[src/hw/emc_regs.svh]
`ifndef EMC_REGS_SVH
`define EMC_REGS_SVH
`define EMC_OFS_CSR 16'hffeb
`define EMC_OFS_BASE0 16'hffe8
`define EMC_OFS_BASE1 16'hffec
`define EMC_OFS_ROFS 16'hffe9
`define EMC_OFS_WOFS 16'hffe6
`define EMC_OFS_RDAT 16'hffea
`define EMC_OFS_WDAT 16'hffee
`define EMC_CSR_RESET 24'h7c0000
`define EMC_B_EAM 0
`define EMC_B_BW 4
`define EMC_B_WL 5
`define EMC_B_WRAPEN 8
`define EMC_B_INW 9
`define EMC_B_INR 10
`define EMC_B_IS0 11
`define EMC_B_IS1 12
`define EMC_B_RTS 13
`define EMC_B_DTM 14
`define EMC_B_STM 15
`define EMC_B_EN 19
`define EMC_B_BSY 20
`define EMC_B_BDF 21
`define EMC_B_DRF 22
`define EMC_B_DWE 23
`define EMC_CTL_MASK 24'h0fffff
`define EMC_DRAM_SLOW 8'h0c
`define EMC_DRAM_FAST 8'h08
`define EMC_SRAM_BASE 8'h04
`endif

[src/hw/emc_pkg.sv]
package emc_pkg;
  typedef enum logic [2:0] {
    EMC_WL_8 = 3'h0, EMC_WL_16 = 3'h1, EMC_WL_24 = 3'h2, EMC_WL_16A24 = 3'h3,
    EMC_WL_RSV4 = 3'h4, EMC_WL_12 = 3'h5, EMC_WL_20 = 3'h6, EMC_WL_RSV7 = 3'h7
  } emc_wl_t;
  typedef struct packed {
    logic [15:0] addr;
    logic [23:0] wdata;
    logic wr;
    logic rd;
  } emc_bus_t;
  typedef struct packed {
    logic start;
    logic is_read;
    logic [23:0] addr;
    logic [23:0] wdata;
  } emc_req_t;
endpackage : emc_pkg

[src/hw/emc_timer.sv]
`timescale 1ns/10ps
`default_nettype none
`include "emc_regs.svh"
// Counts the cycles of one word transfer and reports completion
module emc_timer
  import emc_pkg::*;
(
  // Clock and reset
  input wire logic mclk,
  input wire logic rst_n,
  input wire logic sreset,
  // Control
  input wire logic start,
  input wire logic [7:0] cycles,
  // Status
  output logic running,
  output logic done
);
  logic [7:0] cnt_q, cnt_d;
  logic run_q, run_d;

  // Load on start, count down; done marks the last counted cycle
  always_comb begin
    cnt_d = cnt_q;
    run_d = run_q;
    if (sreset) begin
      run_d = 1'b0;
      cnt_d = 8'h00;
    end else if (start && !run_q) begin
      run_d = 1'b1;
      cnt_d = cycles - 8'h01;
    end else if (run_q) begin
      if (cnt_q == 8'h00) begin
        run_d = 1'b0;
      end else begin
        cnt_d = cnt_q - 8'h01;
      end
    end
  end

  always_ff @(posedge mclk or negedge rst_n) begin
    if (!rst_n) begin
      cnt_q <= 8'h00;
      run_q <= 1'b0;
    end else begin
      cnt_q <= cnt_d;
      run_q <= run_d;
    end
  end

  // Done stands while the strobe is still up, so read data is taken before release
  assign running = run_q;
  assign done = run_q && (cnt_q == 8'h00);
endmodule : emc_timer
`default_nettype wire

[src/hw/emc_cycles.sv]
`timescale 1ns/10ps
`default_nettype none
`include "emc_regs.svh"
// Works out the clock cycles of one word from width, mode and timing
module emc_cycles
  import emc_pkg::*;
(
  // Configuration
  input wire logic [3:0] mode,
  input wire logic bus8,
  input wire logic [2:0] wlen,
  input wire logic dram_slow,
  input wire logic [3:0] sram_wait,
  // Result
  output logic [7:0] cycles
);
  // Accesses per word: bits carried divided by bus width, rounded up
  function automatic logic [2:0] accesses(input logic [2:0] wl, input logic b8);
    logic [4:0] bits;
    bits = 5'd24;
    case (wl)
      3'h0: bits = 5'd8;
      3'h1, 3'h3: bits = 5'd16;
      3'h5: bits = 5'd12;
      3'h6: bits = 5'd20;
      default: bits = 5'd24;
    endcase
    if (b8) accesses = 3'((bits + 5'd7) >> 3);
    else accesses = 3'((bits + 5'd3) >> 2);
  endfunction : accesses

  logic [2:0] n;
  logic absdram;

  // Absolute DRAM modes are 1100..1111
  always_comb begin
    n = accesses(wlen, bus8);
    absdram = (mode[3:2] == 2'h3);
    if (absdram) begin
      cycles = 8'(n) * (dram_slow ? `EMC_DRAM_SLOW : `EMC_DRAM_FAST);
    end else begin
      cycles = 8'(n) * (`EMC_SRAM_BASE + {4'h0, sram_wait});
    end
  end
endmodule : emc_cycles
`default_nettype wire

[src/hw/emc_top.sv]
`timescale 1ns/10ps
`default_nettype none
`include "emc_regs.svh"
// External memory interface control and status
module emc_top
  import emc_pkg::*;
(
  // Clock and reset
  input wire logic mclk,
  input wire logic rst_n,
  // Register port
  input wire logic [15:0] reg_addr,
  input wire logic [23:0] reg_wdata,
  input wire logic reg_wr,
  input wire logic reg_rd,
  output logic [23:0] reg_rdata,
  // External memory side
  output logic [23:0] mem_addr,
  output logic [23:0] mem_wdata,
  output logic mem_read,
  output logic mem_write,
  input wire logic [23:0] mem_rdata,
  // Interrupt requests to the core
  output logic irq_write,
  output logic irq_read,
  output logic irq_wrap0,
  output logic irq_wrap1
);
  // Control register fields
  logic [23:0] csr_q, csr_d;
  logic [23:0] base0_q, base0_d, base1_q, base1_d;
  logic [23:0] rofs_q, rofs_d, wofs_q, wofs_d;
  // Data path
  logic [23:0] wdat_q, wdat_d, rdat_q, rdat_d, rbuf_q, rbuf_d;
  logic wfull_q, wfull_d, rfull_q, rfull_d, bfull_q, bfull_d;
  logic rpend_q, rpend_d;
  logic [23:0] rdata_q, rdata_d;
  logic wrap0_q, wrap0_d, wrap1_q, wrap1_d;
  // Transfer sequencing
  typedef enum logic [2:0] {
    EMC_IDLE = 3'b001, EMC_RD = 3'b010, EMC_WR = 3'b100
  } emc_st_t;
  emc_st_t st_q, st_d;
  logic [23:0] xaddr_q, xaddr_d;
  logic tmr_start, tmr_run, tmr_done;
  logic [7:0] cyc;
  logic sreset;
  emc_bus_t bus;

  // Register decode helper, used by both strobes
  function automatic logic hit(input logic [15:0] a, input logic [15:0] ofs);
    hit = (a == ofs);
  endfunction : hit

  assign bus = '{addr: reg_addr, wdata: reg_wdata, wr: reg_wr, rd: reg_rd};
  assign sreset = !csr_q[`EMC_B_EN];

  emc_cycles u_cycles (
    .mode(csr_q[`EMC_B_EAM +: 4]),
    .bus8(csr_q[`EMC_B_BW]),
    .wlen(csr_q[`EMC_B_WL +: 3]),
    .dram_slow(csr_q[`EMC_B_DTM]),
    .sram_wait(csr_q[`EMC_B_STM +: 4]),
    .cycles(cyc)
  );

  emc_timer u_timer (
    .mclk(mclk),
    .rst_n(rst_n),
    .sreset(sreset),
    .start(tmr_start),
    .cycles(cyc),
    .running(tmr_run),
    .done(tmr_done)
  );

  // Registers, data buffers and transfer sequencing
  always_comb begin
    logic wr_csr, rd_trig, rd_data;
    wr_csr = bus.wr && hit(bus.addr, `EMC_OFS_CSR);
    rd_data = bus.rd && hit(bus.addr, `EMC_OFS_RDAT);
    // Read trigger source chosen by the trigger-select bit
    rd_trig = csr_q[`EMC_B_RTS] ? rd_data : (bus.wr && hit(bus.addr, `EMC_OFS_ROFS));
    csr_d = csr_q;
    base0_d = base0_q;
    base1_d = base1_q;
    rofs_d = rofs_q;
    wofs_d = wofs_q;
    wdat_d = wdat_q;
    wfull_d = wfull_q;
    rdat_d = rdat_q;
    rfull_d = rfull_q;
    rbuf_d = rbuf_q;
    bfull_d = bfull_q;
    rpend_d = rpend_q;
    st_d = st_q;
    xaddr_d = xaddr_q;
    tmr_start = 1'b0;
    wrap0_d = 1'b0;
    wrap1_d = 1'b0;
    // Status bits are never writable; only control bits take the write
    if (wr_csr) begin
      csr_d = (csr_q & ~`EMC_CTL_MASK) | (bus.wdata & `EMC_CTL_MASK);
    end
    if (bus.wr && hit(bus.addr, `EMC_OFS_BASE0)) base0_d = bus.wdata;
    if (bus.wr && hit(bus.addr, `EMC_OFS_BASE1)) base1_d = bus.wdata;
    if (bus.wr && hit(bus.addr, `EMC_OFS_WOFS)) wofs_d = bus.wdata;
    if (bus.wr && hit(bus.addr, `EMC_OFS_ROFS)) rofs_d = bus.wdata;
    if (rd_trig) rpend_d = 1'b1;
    // Read data register drains; the buffer refills it
    if (rd_data) begin
      rfull_d = bfull_q;
      rdat_d = rbuf_q;
      bfull_d = 1'b0;
    end
    if (bus.wr && hit(bus.addr, `EMC_OFS_WDAT)) begin
      wdat_d = bus.wdata;
      wfull_d = 1'b1;
    end
    case (st_q)
      EMC_IDLE: begin
        // Reads first while the buffer register has room
        if (rpend_q && !bfull_q) begin
          st_d = EMC_RD;
          xaddr_d = base0_q + rofs_q;
          tmr_start = 1'b1;
          rpend_d = rd_trig;
        end else if (wfull_q) begin
          st_d = EMC_WR;
          xaddr_d = base0_q + wofs_q;
          tmr_start = 1'b1;
        end
      end
      EMC_RD: begin
        if (tmr_done) begin
          st_d = EMC_IDLE;
          if (!rfull_d) begin
            rdat_d = mem_rdata;
            rfull_d = 1'b1;
          end else begin
            rbuf_d = mem_rdata;
            bfull_d = 1'b1;
          end
          if (csr_q[`EMC_B_INR]) begin
            base0_d = base0_q + 24'h000001;
            wrap0_d = (base0_q == 24'hffffff);
          end
        end
      end
      EMC_WR: begin
        if (tmr_done) begin
          st_d = EMC_IDLE;
          wfull_d = bus.wr && hit(bus.addr, `EMC_OFS_WDAT);
          if (csr_q[`EMC_B_INW]) begin
            base0_d = base0_q + 24'h000001;
            wrap0_d = (base0_q == 24'hffffff);
          end
        end
      end
      default: st_d = EMC_IDLE;
    endcase
    // Individual reset clears the data path but keeps control bits
    if (sreset) begin
      st_d = EMC_IDLE;
      wfull_d = 1'b0;
      rfull_d = 1'b0;
      bfull_d = 1'b0;
      rpend_d = 1'b0;
    end
    // Status bits tracked inside the control register image
    csr_d[`EMC_B_DWE] = !wfull_d;
    csr_d[`EMC_B_DRF] = rfull_d;
    csr_d[`EMC_B_BDF] = bfull_d && rfull_d;
    csr_d[`EMC_B_BSY] = (st_d != EMC_IDLE) || rpend_d || wfull_d;
    wrap1_d = 1'b0;
    // Read data returns one cycle after the strobe
    rdata_d = 24'h000000;
    if (bus.rd) begin
      case (1'b1)
        hit(bus.addr, `EMC_OFS_CSR): rdata_d = csr_q;
        hit(bus.addr, `EMC_OFS_BASE0): rdata_d = base0_q;
        hit(bus.addr, `EMC_OFS_BASE1): rdata_d = base1_q;
        hit(bus.addr, `EMC_OFS_ROFS): rdata_d = rofs_q;
        hit(bus.addr, `EMC_OFS_WOFS): rdata_d = wofs_q;
        hit(bus.addr, `EMC_OFS_RDAT): rdata_d = rdat_q;
        default: rdata_d = 24'h000000;
      endcase
    end
  end

  always_ff @(posedge mclk or negedge rst_n) begin
    if (!rst_n) begin
      csr_q <= `EMC_CSR_RESET;
      base0_q <= 24'h000000;
      base1_q <= 24'h000000;
      rofs_q <= 24'h000000;
      wofs_q <= 24'h000000;
      wdat_q <= 24'h000000;
      rdat_q <= 24'h000000;
      rbuf_q <= 24'h000000;
      wfull_q <= 1'b0;
      rfull_q <= 1'b0;
      bfull_q <= 1'b0;
      rpend_q <= 1'b0;
      rdata_q <= 24'h000000;
      st_q <= EMC_IDLE;
      xaddr_q <= 24'h000000;
      wrap0_q <= 1'b0;
      wrap1_q <= 1'b0;
    end else begin
      csr_q <= csr_d;
      base0_q <= base0_d;
      base1_q <= base1_d;
      rofs_q <= rofs_d;
      wofs_q <= wofs_d;
      wdat_q <= wdat_d;
      rdat_q <= rdat_d;
      rbuf_q <= rbuf_d;
      wfull_q <= wfull_d;
      rfull_q <= rfull_d;
      bfull_q <= bfull_d;
      rpend_q <= rpend_d;
      rdata_q <= rdata_d;
      st_q <= st_d;
      xaddr_q <= xaddr_d;
      wrap0_q <= wrap0_d;
      wrap1_q <= wrap1_d;
    end
  end

  // Outputs; the external strobes last the whole timed transfer
  assign reg_rdata = rdata_q;
  assign mem_addr = xaddr_q;
  assign mem_wdata = wdat_q;
  assign mem_read = (st_q == EMC_RD) && tmr_run;
  assign mem_write = (st_q == EMC_WR) && tmr_run;
  // Interrupt select decode
  assign irq_write = !csr_q[`EMC_B_IS1] && csr_q[`EMC_B_IS0] && csr_q[`EMC_B_DWE];
  assign irq_read = csr_q[`EMC_B_IS1] &&
    (csr_q[`EMC_B_IS0] ? csr_q[`EMC_B_BDF] : csr_q[`EMC_B_DRF]);
  assign irq_wrap0 = wrap0_q && csr_q[`EMC_B_WRAPEN];
  assign irq_wrap1 = wrap1_q && csr_q[`EMC_B_WRAPEN];
endmodule : emc_top
`default_nettype wire

[config.mk]
export PLATFORM = sky130hd
export DESIGN_NAME = emc_top
export DESIGN_NICKNAME = d
export VERILOG_FILES = /design/src/hw/emc_pkg.sv /design/src/hw/emc_timer.sv /design/src/hw/emc_cycles.sv /design/src/hw/emc_top.sv
export VERILOG_INCLUDE_DIRS = /design/src /design/src/hw
export SDC_FILE = /design/constraint.sdc
export NUM_CORES = 1
export LEC_CHECK = 0
export ABC_AREA = 1
export ABC_CLOCK_PERIOD_IN_PS = 4000
export BUFFER_PORTS_ARGS = -buffer_cell sky130_fd_sc_hd__clkbuf_2
export CORE_ASPECT_RATIO = 0.6
export CORE_UTILIZATION = 40
export DETAILED_ROUTE_END_ITERATION = 6
export PLACE_DENSITY = 0.68
export SETUP_SLACK_MARGIN = 0.15
export SYNTH_ARGS = -nofsm -noshare
export SYNTH_HDL_FRONTEND = slang
export SYNTH_SLANG_ARGS = --single-unit
[constraint.sdc]
create_clock -name mclk -period 4 [get_ports mclk]
set_clock_uncertainty 0.1 [all_clocks]
set_input_delay 0 -clock mclk [delete_from_list [all_inputs] [get_ports mclk]]
set_output_delay 0 -clock mclk [all_outputs]
set_load 0.005 [all_outputs]
==> flow_metrics.py, run 1 <==
metrics = {
    "status": {
        "status": "finished clean",
    },
    "clock_network": {
        "cts_buffer_depth": 3,
        "clk_latency_ns": 0.57,
        "cts_tree": "built",
        "root_buffer": "clkbuf_16",
        "numCtsBuffers": 26,
        "clk_pin_slew_worst_paths_ns": 0.06,
        "cts_max_level": 1,
        "cts.sinks": 257,
    },
    "die": {
        "start_util_pct": 41.2,
        "ios": 146,
        "dieHeight_um": 150,
        "num_rows": 53,
        "core_um2": 35500,
        "die_w_um": 249,
        "die-area_um2": 37400,
    },
    "sta": {
        "tns_ns": 0,
        "fin_crit_ns": 3.65,
        "relSlewSlack_pct": 19.4,
        "fin_hold_ws_ns": 0.0258,
        "tightestPinTransition_ns": 1.21,
        "rsz0062_at_grt": "false",
        "slew_violations": 0,
        "timing.fmax_mhz": 274,
        "finalSetupViolations": 0,
        "hold_violations": 0,
        "period_share_pct": 91.2,
        "fin_ws_ns": 0.350,
    },
    "pwr": {
        "ir_worst_vdd_uv": 282,
        "p_leak_nw": 9.54,
        "p_per_area_nw_per_um2": 313,
    },
    "worst_setup_path": {
        "critical_path.top_delay_family": "adder cells",
        "r2r_slack_ns": 0.35,
        "start_kind": "flop",
        "end_kind": "flop",
        "path_class": "flop to flop",
        "crit_cells": 19,
        "path_common_cell": "nand2_1",
        "cp-endpoint": "u_timer.cnt_q[7]",
        "cp.arrival_ns": 3.99,
        "worst_r2r_endpoint": "u_timer.cnt_q[7]",
        "crit-reg2reg-launch": "csr_q[5]",
        "setup.worst_path.start": "csr_q[5]",
        "cp_slowest_cell": "fa_1",
        "crit_buf_inv": 2,
        "crit_chain": "inv_2 > nand3_2 > o21a_1 > ha_1 > xor2_1 > nand2_1 > o21ai_2 > nor2_2 > fa_1 > ha_2 > fa_2 > o21ai_1 > o21ai_2 > inv_1 > nand2_1 > nor2_1 > nand3_1 > nand3_1 > nand2_1",
        "critPathMaxFanout": 5,
        "cpPeakStageDelay_ns": 0.52,
        "crit_required_ns": 4.34,
        "worstRegToRegCells": 19,
    },
    "logic_synthesis": {
        "synth_cell_type_count": 50,
        "synthAdderAreaFrac_pct": 3.98,
        "syn_area_per_cell_um2": 7.27,
        "yosysSeqAreaShare_pct": 43.9,
        "yosysTopAreaCell": "dfrtp_1",
        "synth-edff-count": 0,
        "synth-simple-area-share_pct": 30.9,
        "synth_area_um2": 14700,
        "postSynthCellCount": 2016,
        "yosys_register_bits": 257,
        "synthArstFlopShare_pct": 100,
        "synth_xor_area_share_pct": 1.37,
        "yosysTopAreaCellShare_pct": 42.9,
        "yosys_warnings": 0,
        "synth_top_family_by_area": "simple AND/OR/NAND/NOR gates",
        "postSynthNetCount": 2127,
        "synth_area_leaders": "dfrtp_1 43%, nand2_1 19%, o21ai_0 7.2%",
        "synth_mux_area_share_pct": 0.154,
        "synth-compound-area-share_pct": 11.8,
        "yosys_most_used_dff": "dfrtp_1",
    },
    "placement": {
        "post-dp-hpwl_um": 38400,
        "dp_slack_ns": 0.0522,
        "portBuffers": 144,
        "gp_congestion": 0.958,
        "placed_cells": 2572,
        "placed_cell_area_um2": 15800,
    },
    "drt": {
        "ant_nets": 0,
        "wl_um": 51800,
        "first_iter_violations": 1763,
        "via_per_inst": 5.29,
        "wl_per_cell_um": 19.3,
        "dr.pass1.iters": 6,
        "num_vias": 14200,
        "drc": 0,
    },
    "global_routing": {
        "grt_max_degree": 115,
        "gr-total-overflow": 0,
        "grt_use_total_pct": 27.9,
        "grt_pass1_vias": 13000,
        "grt_first_pass_wirelength_um": 78700,
        "antenna_found_initial": 0,
    },
    "worst_hold_path": {
        "min-delay-path-class": "input port to async pin",
    },
    "final_layout": {
        "final_cell_area_um2": 17400,
        "diodes": 0,
        "final_cell_mix": "731 x nand2_1, 251 x dfrtp_1, 209 x o21ai_0",
        "area_growth_pct": 18.6,
        "fin_cells": 2684,
        "final_nets": 2308,
        "drive_gt1_share_pct": 13.2,
        "final_common_cell": "nand2_1",
    },
    "job": {
        "timing.max_cap.violations": 0,
    },
}
-- worst register-to-register path, delay by kind of cell, from the launching register on --
family	cells	cell delay [ns]
adders and majority gates	4	1.38
AOI/OAI and AO/OA	4	0.67
and+or+nand+nor	8	0.62
DFF	1	0.41
buffers and inverters	2	0.21
xor gates and xnor gates	1	0.16
-- sequential cells by signal (all words and copies together) (netlist names), 24 cells and up --
name / cells
base0_q: 24
base1_q: 24
csr_q: 24
mem_addr: 24
mem_wdata: 24
rbuf_q: 24
rdat_q: 24
reg_rdata: 24
rofs_q: 24
wofs_q: 24
-- area by class of cell --
| cell class | count | area [um^2] |
|---|---|---|
| inverter | 206 | 773 |
| fill | 3553 | 18200 |
| clock inverter | 10 | 119 |
| tap | 467 | 584 |
| sequential | 257 | 6440 |
| multi-input combinational | 1471 | 7110 |
| timing repair buffer | 235 | 1580 |
| clock buffer | 38 | 766 |
-- where the power goes --
part / internal [W] / leakage, nW / switching [W]
clock: 0.00146 / 0.440 / 0.00112
sequential: 0.00261 / 3.38 / 0.00000732
combinational: 0.0000804 / 5.72 / 0.000157
-- cell usage after synthesis, types with 2 or more instances --
cell and n:
o21bai_1 3, nand3_2 2, o31ai_1 3, nand3b_1 26
nand4_1 22, o21a_1 6, o21ai_1 33, dfrtp_1 251
fa_1 6, nor2_2 9, dfstp_2 6, nor3_1 14
nor2_1 112, buf_2 29, o22ai_1 3, inv_1 186
a211oi_1 2, xnor2_1 8, buf_4 4, o21ai_0 211
o2111ai_1 2, nor3_2 4, nand3_1 125, xor2_1 15
mux2_2 2, a21oi_1 64, nand2_2 9, buf_1 3
inv_2 19, buf_6 2, clkbuf_1 43, nor4_1 2
nor4_4 3, ha_1 37, nand2_1 732, or2_2 4
-- per-layer routing --
| layer | vias to the layer above | routed length, um | global-route usage (%) | part of all wire (%) |
|---|---|---|---|---|
| met1 | 6672 | 24500 | 41.9 | 47 |
| li1 | 6817 | - | - | - |
| met5 | - | 113 | 2.21 | 0.22 |
| met4 | 2 | 912 | 5.90 | 1.8 |
| met3 | 59 | 7170 | 12.3 | 14 |
| met2 | 658 | 19100 | 35.6 | 37 |
-- stage by stage --
step / util [%] / total power (W)
global route: 48.9 / 0.00561
CTS: 48.6 / 0.00548
detailed placement: 44.5 / 0.00286
floorplan: - / 0.00271
finish: 48.9 / 0.00544
global placement: 44.5 / 0.00286
-- worst min-delay path by stage --
| stage | slack [ns] | cells after the start | to |
|---|---|---|---|
| CTS | 0.07 | 2 | mem_addr[2] |
| global placement | 0.05 | 1 | mem_addr[0] |
| finish | 0.03 | 2 | mem_addr[9] |
| detailed placement | 0.06 | 1 | mem_addr[2] |
| global route | 0.1 | 4 | rbuf_q[18] |
| floorplan | -0.40 | 0 | base0_q[0] |
-- logic make-up (layout without fill, tap and decap cells) --
kind of cell | Yosys count | count (layout)
muxes | 2 | 2
adders and majority gates | 43 | 43
buffers and inverters | 288 | 489
DFF | 257 | 257
AOI/OAI and AO/OA | 333 | 333
and+or+nand+nor | 1069 | 1069
xor gates and xnor gates | 23 | 23
other | 1 | 1
-- what timing repair did --
action | CTS | global route
gates resized for setup | 2 | 14
buffers inserted | 0 | 6
endpoints found under the hold margin | 301 | 0
pin swaps | 0 | 4
endpoints found under the setup margin | 5 | 36
hold buffers | 58 | 0
No activity file was read; power rests on OpenSTA's default activity.
==> inputs of run 2 (changes only) <==
--- a/config.mk
+++ b/config.mk
@@ -10,10 +10,11 @@
 export ABC_CLOCK_PERIOD_IN_PS = 4000
 export BUFFER_PORTS_ARGS = -buffer_cell sky130_fd_sc_hd__clkbuf_2
 export CORE_ASPECT_RATIO = 0.6
-export CORE_UTILIZATION = 40
+export CORE_UTILIZATION = 44
 export DETAILED_ROUTE_END_ITERATION = 6
-export PLACE_DENSITY = 0.68
+export PLACE_DENSITY = 0.72
 export SETUP_SLACK_MARGIN = 0.15
+export SLEW_MARGIN = 20
 export SYNTH_ARGS = -nofsm -noshare
 export SYNTH_HDL_FRONTEND = slang
 export SYNTH_SLANG_ARGS = --single-unit
==> flow_metrics.py, run 2 (synthesized netlist as in run 1, its figures left out) <==
metrics = {
    "status": {
        "status": "finished with violations",
        "failed_checks": "negative hold slack",
    },
    "sta": {
        "fin_crit_ns": 3.68,
        "tns_ns": 0,
        "period_share_pct": 91.9,
        "fin_ws_ns": 0.324,
        "timing.fmax_mhz": 272,
        "fin_hold_ws_ns": -0.0323,
        "slew_violations": 0,
        "hold_violations": 8,
        "rsz0062_at_grt": "false",
        "relSlewSlack_pct": 33.7,
        "tightestPinTransition_ns": 0.991,
        "finalSetupViolations": 0,
    },
    "global_routing": {
        "grt_use_total_pct": 30.2,
        "grtUsageMet3_pct": 13.5,
        "antenna_found_initial": 1,
        "grt_pass1_vias": 13100,
        "gr-total-overflow": 0,
        "gr-usage-met2_pct": 40.2,
        "grt.busiest_layer": "met1",
        "grt_max_degree": 116,
        "grt_first_pass_wirelength_um": 77600,
        "globalRouteMet1Util_pct": 44.1,
    },
    "die": {
        "die-area_um2": 34100,
        "ios": 146,
        "dieHeight_um": 143,
        "die_w_um": 238,
        "start_util_pct": 44.9,
        "num_rows": 51,
        "core_um2": 32600,
    },
    "clock_network": {
        "clk_latency_ns": 0.56,
        "clk_pin_slew_worst_paths_ns": 0.07,
        "numCtsBuffers": 26,
        "root_buffer": "clkbuf_16",
        "cts_max_level": 1,
        "cts.sinks": 257,
        "cts_tree": "built",
        "cts_buffer_depth": 3,
    },
    "final_layout": {
        "final_common_cell": "nand2_1",
        "final_cell_mix": "730 x nand2_1, 250 x dfrtp_1, 209 x o21ai_0",
        "final_util_pct": 53.1,
        "final_nets": 2301,
        "drive_gt1_share_pct": 13.3,
        "area_growth_pct": 18.1,
    },
    "worst_setup_path": {
        "critPathMaxFanout": 5,
        "end_kind": "flop",
        "start_kind": "flop",
        "crit_required_ns": 4.35,
        "path_class": "flop to flop",
        "cp.arrival_ns": 4.03,
    },
    "worst_hold_path": {
        "min-delay-path-class": "input port to async pin",
    },
    "placement": {
        "dp_slack_ns": 0.0610,
        "portBuffers": 144,
        "gp_congestion": 0.950,
        "post-dp-hpwl_um": 38100,
    },
    "drt": {
        "wl_um": 51400,
        "drc": 0,
        "dr.pass1.iters": 6,
        "ant_nets": 0,
        "via_per_inst": 5.36,
        "wl_per_cell_um": 19.3,
        "num_vias": 14300,
        "first_iter_violations": 1642,
    },
    "pwr": {
        "combPwrFrac_pct": 4.2,
        "p_per_area_nw_per_um2": 317,
        "ir_worst_vdd_uv": 280,
        "power.switching_w": 0.00128,
        "seqPwrFrac_pct": 47.8,
        "intPower_w": 0.00420,
        "p_clk_share_pct": 48.0,
        "p_sw_share_pct": 23.4,
        "p_leak_nw": 9.51,
    },
    "job": {
        "timing.max_cap.violations": 0,
    },
}
-- run 2: final timing paths --
| check | from | end | slack, ns | depth (start not counted) |
|---|---|---|---|---|
| max | csr_q[5] | u_timer.cnt_q[7] | 0.32 | 22 |
| min in group mclk | reg_addr[2] | reg_rdata[21] | 0.06 | 7 |
| max in group asynchronous | rst_n | csr_q[18] | 2.64 | 3 |
| max reg2reg | csr_q[5] | u_timer.cnt_q[7] | 0.32 | 22 |
| min reg2reg | rbuf_q[11] | rbuf_q[11] | 0.37 | 2 |
| min | rst_n | mem_addr[7] | -0.03 | 2 |
-- run 2: cell type report --
cell class,count,area (um^2)
diodes,1,2.50
clock buffers,32,703
inverters,206,773
repair buffers,228,1510
clock inverters,16,200
well taps,450,563
fillers,3141,15300
flip-flops and latches,257,6440
multi-input cells,1471,7110
-- run 2: critical path: stages (launching register included) --
cell,delay [ns]
dfrtp_1,0.40
inv_2,0.10
nand3_2,0.08
o21a_1,0.13
ha_1,0.20
xor2_1,0.16
nand2_1,0.13
o21ai_4,0.10
inv_2,0.09
nand2_1,0.07
fa_1,0.52
inv_1,0.08
fa_2,0.41
nand3_1,0.12
nand3_1,0.09
nand2_1,0.07
nand3_1,0.13
a21oi_2,0.20
nand2_1,0.07
nor2_1,0.10
nand3_1,0.07
nand3_1,0.09
nand2_1,0.05
-- run 2: power groups by stage --
stage / clock, W / sequential (W) / combinational, W
finish: 0.00263 / 0.00262 / 0.000232
global route: 0.00278 / 0.00262 / 0.000256
CTS: 0.00266 / 0.00262 / 0.000231
detailed placement: 0 / 0.00267 / 0.000190
global placement: 0 / 0.00267 / 0.000187
floorplan: 0 / 0.00267 / 0.0000471
-- run 2: stage by stage --
stage	cells	instance area (um^2)	power [W]
detailed placement	2554	15800	0.00286
global route	2660	17300	0.00565
floorplan	2016	14700	0.00271
global placement	2554	15800	0.00285
CTS	2655	17200	0.00551
finish	2661	17300	0.00548
-- run 2: repair_timing --
| item | CTS | global route |
|---|---|---|
| endpoints found under the setup margin | 3 | 5 |
| hold endpoints to repair | 299 | 0 |
| pin swaps | 0 | 5 |
| gates resized for setup | 2 | 14 |
| buffers inserted | 0 | 5 |
| hold buffers | 53 | 0 |
-- run 2: per-layer routing --
| metal | up-vias | part of all wire (%) | routed length, um |
|---|---|---|---|
| met2 | 664 | 39 | 19900 |
| li1 | 6800 | - | - |
| met3 | 73 | 14 | 7010 |
| met1 | 6730 | 45 | 23400 |
| met4 | 0 | 2.0 | 1040 |
| met5 | - | 0 | 0 |
